$ cat src/hdl/pwd_pkg.sv
// Package for the prefetchable window decode: offsets, fields, resets, carriers.
// Assumes a config-space access port with byte enables, one core clock.
// Behaviour
// Forward processor memory access when base <= address <= limit.
// Limit-low bits 15:4 writable, give limit A[31:20], reset 000h.
// Limit-low bits 3:0 read-only 1h, upper limit held at 2Ch.
// Limit compare treats A[19:0] as all ones, 1MB block top.
// Base compare treats A[19:0] as zero, 1MB aligned start.
// Upper-base is 32-bit writable, gives base A[63:32], reset zero.
// Upper-limit is 32-bit writable, gives limit A[63:32], reset zero.
// Low 8 bits of each upper register give A[39:32] of decode.
// Software programs base and limit before relying on routing.
// Capability pointer is read-only and returns 88h.
// Base-low bits 15:4 give base A[31:20], bits 3:0 read 1h.
// Base above limit matches nothing; no access routed.
package pwd_pkg;
   localparam logic [7:0]  OFS_BASE_LOW    = 8'h24;
   localparam logic [7:0]  OFS_LIMIT_LOW   = 8'h26;
   localparam logic [7:0]  OFS_BASE_HIGH   = 8'h28;
   localparam logic [7:0]  OFS_LIMIT_HIGH  = 8'h2c;
   localparam logic [7:0]  OFS_CAP_PTR     = 8'h34;
   localparam logic [11:0] RST_BASE_ADDR   = 12'hfff;
   localparam logic [11:0] RST_LIMIT_ADDR  = 12'h000;
   localparam logic [3:0]  ADDR64_CODE     = 4'h1;
   localparam logic [31:0] RST_UPPER       = 32'h0000_0000;
   localparam logic [7:0]  CAP_PTR_VALUE   = 8'h88;
   localparam int          LOW_FIELD_LSB   = 4;
   localparam int          BLOCK_BITS      = 20;
   localparam int          DEC_ADDR_W      = 40;

   typedef struct packed {
      logic        wr;
      logic        rd;
      logic [7:0]  addr;
      logic [3:0]  be;
      logic [31:0] wdata;
   } pwd_cfg_req_t;

   typedef struct packed {
      logic        valid;
      logic [39:0] addr;
   } pwd_mem_req_t;

   typedef struct packed {
      logic [11:0] base_31_20;
      logic [11:0] limit_31_20;
      logic [7:0]  base_39_32;
      logic [7:0]  limit_39_32;
   } pwd_window_t;
endpackage

$ cat src/hdl/pwd_top.sv
// Prefetchable window decode top: config port plus routing decision.
// Assumes software programs the window before use; one core clock.
`timescale 1ns/10ps
module pwd_top (
   input  wire logic                  sys_clk,
   input  wire logic                  rst_n,
   input  wire pwd_pkg::pwd_cfg_req_t cfg,
   input  wire pwd_pkg::pwd_mem_req_t mem,
   output logic [31:0]                cfg_rdata,
   output logic                       cfg_rvalid,
   output logic                       route_valid,
   output logic                       route_to_port
);
   logic [31:0]          rdata_d;
   pwd_pkg::pwd_window_t win;
   logic                 hit;

   pwd_regs u_regs (
      .sys_clk (sys_clk),
      .rst_n   (rst_n),
      .cfg     (cfg),
      .rdata_d (rdata_d),
      .win     (win)
   );

   pwd_match u_match (
      .addr (mem.addr),
      .win  (win),
      .hit  (hit)
   );

   always_ff @(posedge sys_clk) begin
      if (!rst_n) begin
         cfg_rdata  <= 32'h0000_0000;
         cfg_rvalid <= 1'b0;
      end else begin
         cfg_rvalid <= cfg.rd;
         cfg_rdata  <= cfg.rd ? rdata_d : 32'h0000_0000;
      end
   end

   // Routing result one cycle after the request; software must program first
   always_ff @(posedge sys_clk) begin
      if (!rst_n) begin
         route_valid   <= 1'b0;
         route_to_port <= 1'b0;
      end else begin
         route_valid   <= mem.valid;
         route_to_port <= mem.valid && hit;
      end
   end

   AST_ROUTE_HIT: assert property (@(posedge sys_clk) disable iff (!rst_n)
      mem.valid |=> route_to_port == $past(hit))
      else $error("Routing does not follow window match");
   AST_NO_ROUTE_IDLE: assert property (@(posedge sys_clk) disable iff (!rst_n)
      !mem.valid |=> !route_to_port)
      else $error("Route without request");
   AST_LIMIT_NIBBLE: assert property (@(posedge sys_clk) disable iff (!rst_n)
      (cfg.rd && cfg.addr == pwd_pkg::OFS_BASE_LOW)
      |=> cfg_rdata[19:16] == 4'h1 && cfg_rdata[3:0] == 4'h1)
      else $error("64-bit indication wrong");
   AST_CAP_PTR: assert property (@(posedge sys_clk) disable iff (!rst_n)
      (cfg.rd && cfg.addr == pwd_pkg::OFS_CAP_PTR) |=> cfg_rdata == 32'h0000_0088)
      else $error("Capability pointer wrong");
   AST_LIMIT_TOP: assert property (@(posedge sys_clk) disable iff (!rst_n)
      (mem.valid && mem.addr[39:20] == {win.limit_39_32, win.limit_31_20}
       && {win.base_39_32, win.base_31_20} <= {win.limit_39_32, win.limit_31_20})
      |=> route_to_port)
      else $error("Limit block not fully covered");
   AST_BASE_BOTTOM: assert property (@(posedge sys_clk) disable iff (!rst_n)
      (mem.valid && mem.addr[39:20] == {win.base_39_32, win.base_31_20}
       && {win.base_39_32, win.base_31_20} <= {win.limit_39_32, win.limit_31_20})
      |=> route_to_port)
      else $error("Base block not fully covered");
   AST_EMPTY_WINDOW: assert property (@(posedge sys_clk) disable iff (!rst_n)
      ({win.base_39_32, win.base_31_20} > {win.limit_39_32, win.limit_31_20})
      |=> !route_to_port)
      else $error("Inverted window matched");
   AST_UPPER_BASE_WR: assert property (@(posedge sys_clk) disable iff (!rst_n)
      (cfg.wr && cfg.addr == pwd_pkg::OFS_BASE_HIGH && cfg.be[0])
      |=> win.base_39_32 == $past(cfg.wdata[7:0]))
      else $error("Upper base write lost");
   AST_UPPER_LIMIT_WR: assert property (@(posedge sys_clk) disable iff (!rst_n)
      (cfg.wr && cfg.addr == pwd_pkg::OFS_LIMIT_HIGH && cfg.be[0])
      |=> win.limit_39_32 == $past(cfg.wdata[7:0]))
      else $error("Upper limit write lost");
   AST_LOW_WR: assert property (@(posedge sys_clk) disable iff (!rst_n)
      (cfg.wr && cfg.addr == pwd_pkg::OFS_BASE_LOW && cfg.be == 4'hf)
      |=> win.limit_31_20 == $past(cfg.wdata[31:20])
          && win.base_31_20 == $past(cfg.wdata[15:4]))
      else $error("Low base or limit write lost");

   COV_HIT: cover property (@(posedge sys_clk) disable iff (!rst_n) route_to_port);
   COV_MISS: cover property (@(posedge sys_clk) disable iff (!rst_n)
      route_valid && !route_to_port);
   COV_PROGRAM: cover property (@(posedge sys_clk) disable iff (!rst_n)
      cfg.wr && cfg.addr == pwd_pkg::OFS_LIMIT_HIGH);
endmodule

$ cat src/hdl/pwd_regs.sv
// Window configuration registers, config-space read and write port.
// Assumes dword-aligned addr and byte enables per lane, one core clock.
`timescale 1ns/10ps
module pwd_regs (
   input  wire logic               sys_clk,
   input  wire logic               rst_n,
   input  wire pwd_pkg::pwd_cfg_req_t cfg,
   output logic [31:0]             rdata_d,
   output pwd_pkg::pwd_window_t    win
);
   logic [11:0] base_addr_31_20_q;
   logic [11:0] limit_addr_31_20_q;
   logic [31:0] base_addr_63_32_q;
   logic [31:0] limit_addr_63_32_q;

   function automatic logic [31:0] merge(input logic [31:0] old,
                                         input logic [31:0] nw,
                                         input logic [3:0]  be);
      logic [31:0] r;
      r = old;
      for (int i = 0; i < 4; i++) begin
         if (be[i]) begin
            r[i*8 +: 8] = nw[i*8 +: 8];
         end
      end
      return r;
   endfunction

   logic [31:0] low_old;
   logic [31:0] low_new;
   assign low_old = {limit_addr_31_20_q, pwd_pkg::ADDR64_CODE,
                     base_addr_31_20_q, pwd_pkg::ADDR64_CODE};
   assign low_new = merge(low_old, cfg.wdata, cfg.be);

   // Base and limit dword at 24h; low nibbles stay hardwired
   always_ff @(posedge sys_clk) begin
      if (!rst_n) begin
         base_addr_31_20_q  <= pwd_pkg::RST_BASE_ADDR;
         limit_addr_31_20_q <= pwd_pkg::RST_LIMIT_ADDR;
      end else if (cfg.wr && cfg.addr == pwd_pkg::OFS_BASE_LOW) begin
         base_addr_31_20_q  <= low_new[15:4];
         limit_addr_31_20_q <= low_new[31:20];
      end
   end

   always_ff @(posedge sys_clk) begin
      if (!rst_n) begin
         base_addr_63_32_q <= pwd_pkg::RST_UPPER;
      end else if (cfg.wr && cfg.addr == pwd_pkg::OFS_BASE_HIGH) begin
         base_addr_63_32_q <= merge(base_addr_63_32_q, cfg.wdata, cfg.be);
      end
   end

   always_ff @(posedge sys_clk) begin
      if (!rst_n) begin
         limit_addr_63_32_q <= pwd_pkg::RST_UPPER;
      end else if (cfg.wr && cfg.addr == pwd_pkg::OFS_LIMIT_HIGH) begin
         limit_addr_63_32_q <= merge(limit_addr_63_32_q, cfg.wdata, cfg.be);
      end
   end

   always_comb begin
      rdata_d = 32'h0000_0000;
      if (cfg.addr == pwd_pkg::OFS_BASE_LOW) begin
         rdata_d = low_old;
      end else if (cfg.addr == pwd_pkg::OFS_BASE_HIGH) begin
         rdata_d = base_addr_63_32_q;
      end else if (cfg.addr == pwd_pkg::OFS_LIMIT_HIGH) begin
         rdata_d = limit_addr_63_32_q;
      end else if (cfg.addr == pwd_pkg::OFS_CAP_PTR) begin
         rdata_d = {24'h00_0000, pwd_pkg::CAP_PTR_VALUE};
      end
   end

   // Only A[39:32] decode; upper bits are stored but ignored
   assign win.base_31_20  = base_addr_31_20_q;
   assign win.limit_31_20 = limit_addr_31_20_q;
   assign win.base_39_32  = base_addr_63_32_q[7:0];
   assign win.limit_39_32 = limit_addr_63_32_q[7:0];
endmodule

$ cat src/hdl/pwd_match.sv
// Pure compare of a 40-bit address against the programmed window.
// Assumes window fields stable while compared.
`timescale 1ns/10ps
module pwd_match (
   input  wire logic [39:0]          addr,
   input  wire pwd_pkg::pwd_window_t win,
   output logic                      hit
);
   logic [39:0] lo;
   logic [39:0] hi;
   assign lo = {win.base_39_32, win.base_31_20, 20'h0_0000};
   assign hi = {win.limit_39_32, win.limit_31_20, 20'hf_ffff};
   // Base above limit gives an empty range by itself
   assign hit = (addr >= lo) && (addr <= hi);
endmodule

$ cat config.mk
export PLATFORM = sky130hd
export DESIGN_NAME = pwd_top
export DESIGN_NICKNAME = d
export VERILOG_FILES = /design/src/hdl/pwd_pkg.sv /design/src/hdl/pwd_top.sv /design/src/hdl/pwd_regs.sv /design/src/hdl/pwd_match.sv
export SDC_FILE = /design/constraint.sdc
export NUM_CORES = 1
export LEC_CHECK = 0
export ABC_CLOCK_PERIOD_IN_PS = 2000
export BUFFER_PORTS_ARGS = -buffer_cell sky130_fd_sc_hd__buf_4
export CORE_ASPECT_RATIO = 0.6
export CORE_MARGIN = 8
export CORE_UTILIZATION = 55
export DETAILED_ROUTE_END_ITERATION = 8
export GPL_ROUTABILITY_DRIVEN = 0
export PLACE_DENSITY = 0.78
export SYNTH_ARGS = -nofsm -noshare
export SYNTH_HDL_FRONTEND = slang
export SYNTH_HIERARCHICAL = 1
export SYNTH_SLANG_ARGS = --single-unit
$ cat constraint.sdc
create_clock -name sys_clk -period 2 [get_ports sys_clk]
set_input_delay 0 -clock sys_clk [delete_from_list [all_inputs] [get_ports sys_clk]]
set_output_delay 0 -clock sys_clk [all_outputs]
set_load 0.01 [all_outputs]
==> metrics.md <==
| Metric | Value |
|---|---|
| Synth Cell Area | 6430 um^2 |
| Setup crit start | u_regs/limit_addr_63_32_q[3] |
| Place WS | -67.5 ps |
| Min-delay src | cfg[44] |
| Post-synth ARST share | 0 |
| Final min period | 1990 ps |
| Grt ovf | 0 |
| CTS Sinks | 123 |
| Area Growth Syn to Fin | 33.4% |
| R2R Path Start | u_regs/limit_addr_63_32_q[3] |
| TritonCTS clock tree | built |
| Number of max-cap violations | 0 |
| H-tree depth | 4 |
| Fin crit share | 0.995 |
| DRC | 0 |
| Die ar. | 15,500 um^2 |
| Routed wire per std cell | 19.5 um |
| Die Wd | 156 um |
| Cells after Synth | 715 |
| Area share of the largest cell type after synthesis | 0.383 |
| FF-to-FF path depth | 9 |
| Dpl hpwl | 14,100 um |
| Worst-margin pin slew | 457 ps |
| TritonCTS Buffers | 17 |
| Total Power | 0.00665 W |
| Critical path required time | 2360 ps |
| M1 GR Usage | 0.336 |
| Slew Limit Fails | 0 |
| Grt met2 use | 0.396 |
| Leading post-synthesis cells by cell area | dfxtp_1 (38%), mux2i_1 (13%), ha_1 (7.8%) |
| CP Launch Type | flip-flop |
| Post-Place Cell Area | 7460 um^2 |
| Largest net degree at the start of global routing | 105 |
| Post-DRT Antenna Nets | 0 |
| Core area | 11,300 um^2 |
| Fillers | 779 |
| Initial Utilization | 0.567 |
| Vias in the first global route | 6,150 |
| Synth warnings | 6 |
| Vias | 6,022 |
| DR iter-0 viols | 587 |
| Endpoint type of the worst setup path | flip-flop |
| FF+latch area | 2470 um^2 |
| Setup tns final | 0 ps |
| First drt pass iteration count | 5 |
| Met3 Use GR | 0.0762 |
| Clock Pin Slew Worst Setup and Hold Paths | 60 ps |
| Arrival @ worst endpoint | 2350 ps |
| Hold Path Class | primary input to flip-flop |
| Cells after DPL | 968 |
| Most common cell after layout, fill and taps aside | buf_4 |
| Area occupied by multi-input gates | 3580 um^2 |
| Yosys top cell by area | dfxtp_1 |
| Slew headroom | 0.694 |
| Crit Path Max Fanout | 3 |
| First-pass GRT wire length | 31,600 um |
| Port buffer count | 123 |
| Worst hold path depth | 2 |
| Post-synth EDFFs | 0 |
| Initial antenna violation count | 1 |
| Yosys cell types | 48 |
| Routed WL | 20,200 um |
| Main synth FF type | dfxtp_1 |
| Worst-Skew Late Latency | 420 ps |
| # nets final | 991 |
| Root buf cell | clkbuf_16 |
| Placement row count | 30 |
| Seq/Total Area, Yosys | 0.383 |
| I/O pin cnt | 124 |
| Outcome | complete, no violations |
| Mean Syn Cell Area | 8.99 um^2 |
| Peak VDD IR | 0.618 mV |
| Layout cells sized above 1 | 0.277 |
| Total power divided by cell area | 775 nW/um^2 |
| Setup violators final | 0 |
| Vias per inst | 5.82 |
| Syn nets | 844 |
| Number of diodes | 0 |
| Die H | 99.8 um |
| Clk buf depth | 2 |
| Leak pwr | 4.23 nW |
| Final Skew | 5.24 ps |
| Final Hold Fails | 0 |
| Final instance area | 8580 um^2 |
| Critical path class | flip-flop to flip-flop |
| Busiest metal layer after global routing | met2 |
| Highest-count cells in the layout ignoring fill and taps | buf_4 (149), dfxtp_1 (119), nand2_1 (119), mux2i_1 (84), nand3_1 (81) |
| GRT Overall Usage | 0.257 |
| Max Clk Rate | 0.503 GHz |
| Seq cells post-synth | 123 |
| Final Non-Filler Cells | 1,035 |
| Final worst slack | 10.9 ps |
==> report_power, final <==
part / switching, W / internal [W] / leakage (nW)
Clock: 0.00119 / 0.00246 / 0.339
Combinational: 0.000290 / 0.000258 / 2.90
Sequential: 0.00000157 / 0.00245 / 0.990
==> registers in the layout, indices dropped and copies added (netlist names) <==
name / count
u_regs/base_addr_31_20_q: 12
u_regs/limit_addr_63_32_q: 32
cfg_rvalid: 1
route_valid: 1
u_regs/limit_addr_31_20_q: 12
u_regs/base_addr_63_32_q: 32
route_to_port: 1
cfg_rdata: 32
==> metrics by stage <==
step,hold WS [ps],utilization
CTS,17.7,0.751
detailed placement,229,0.658
global placement,218,0.658
floorplan,122,-
finish,29.9,0.757
global route,32.9,0.757
==> synth_stat cells (2+ instances only) <==
library cell  number
mux2i_1           84
nor4_1            12
a211oi_2           2
and3_1             8
ha_1              40
a21o_1             3
clkbuf_2           4
a31oi_1            4
nor2_1             5
buf_6              3
and3_2            29
and2_1             5
inv_1             41
nor4b_4            2
nand4_2            3
a22o_1             5
o21ai_0           11
nand3_1           81
mux2_2             2
dfxtp_1          123
o21ai_1            3
a21oi_1           14
nand2_1          119
clkbuf_1          16
nor4b_1            2
nand4_1           15
a221o_1            6
nor2b_1           19
buf_4             20
a22oi_1            2
nand4_4            4
buf_2             12
==> final timing paths <==
kind                                   endpoint  slack (ps)
setup / recovery                  route_to_port          10
hold / removal                       cfg_rvalid          30
setup reg to reg                  route_to_port          10
hold reg to reg   u_regs/limit_addr_63_32_q[23]         460
==> kinds of logic after synthesis <==
logic type,after synthesis,synth area share
DFF,123,0.383
AOI/OAI and AO/OA,53,0.0553
adders and majority gates,40,0.0778
buffers and inverters,97,0.0749
muxes,86,0.134
and+or+nand+nor,316,0.275
==> what timing repair did <==
item                                   in CTS  in global routing
pin swaps                                   1                  8
setup buffers                               0                  1
resized for setup                           2                 17
setup endpoints to repair                   1                  1
hold buffers                               34                  0
endpoints found under the hold margin      90                  0
cloned                                      0                  0
==> final cells by class <==
class	count	share of cell area
multi-input cells	495	0.417
flip-flops and latches	123	0.288
repair buffers	184	0.172
clock buffers	20	0.0544
clock inverters	12	0.0273
well taps	160	0.0233
inverters	41	0.0179
==> worst max-delay path, cell delays in order, from the launching register on <==
cell	delay, ps
dfxtp_1	350
inv_1	50
ha_1	360
nand4_1	210
inv_1	90
a221oi_2	300
or2_1	160
nand3_1	100
a22oi_2	130
and3_4	190
==> per-layer routing <==
| metal | vias to the layer above | wire [um] |
|---|---|---|
| met3 | 46 | 2080 |
| li1 | 2797 | - |
| met5 | - | 0 |
| met4 | 0 | 352 |
| met1 | 2838 | 8950 |
| met2 | 341 | 8820 |
Power figures use the tool's default switching activity.
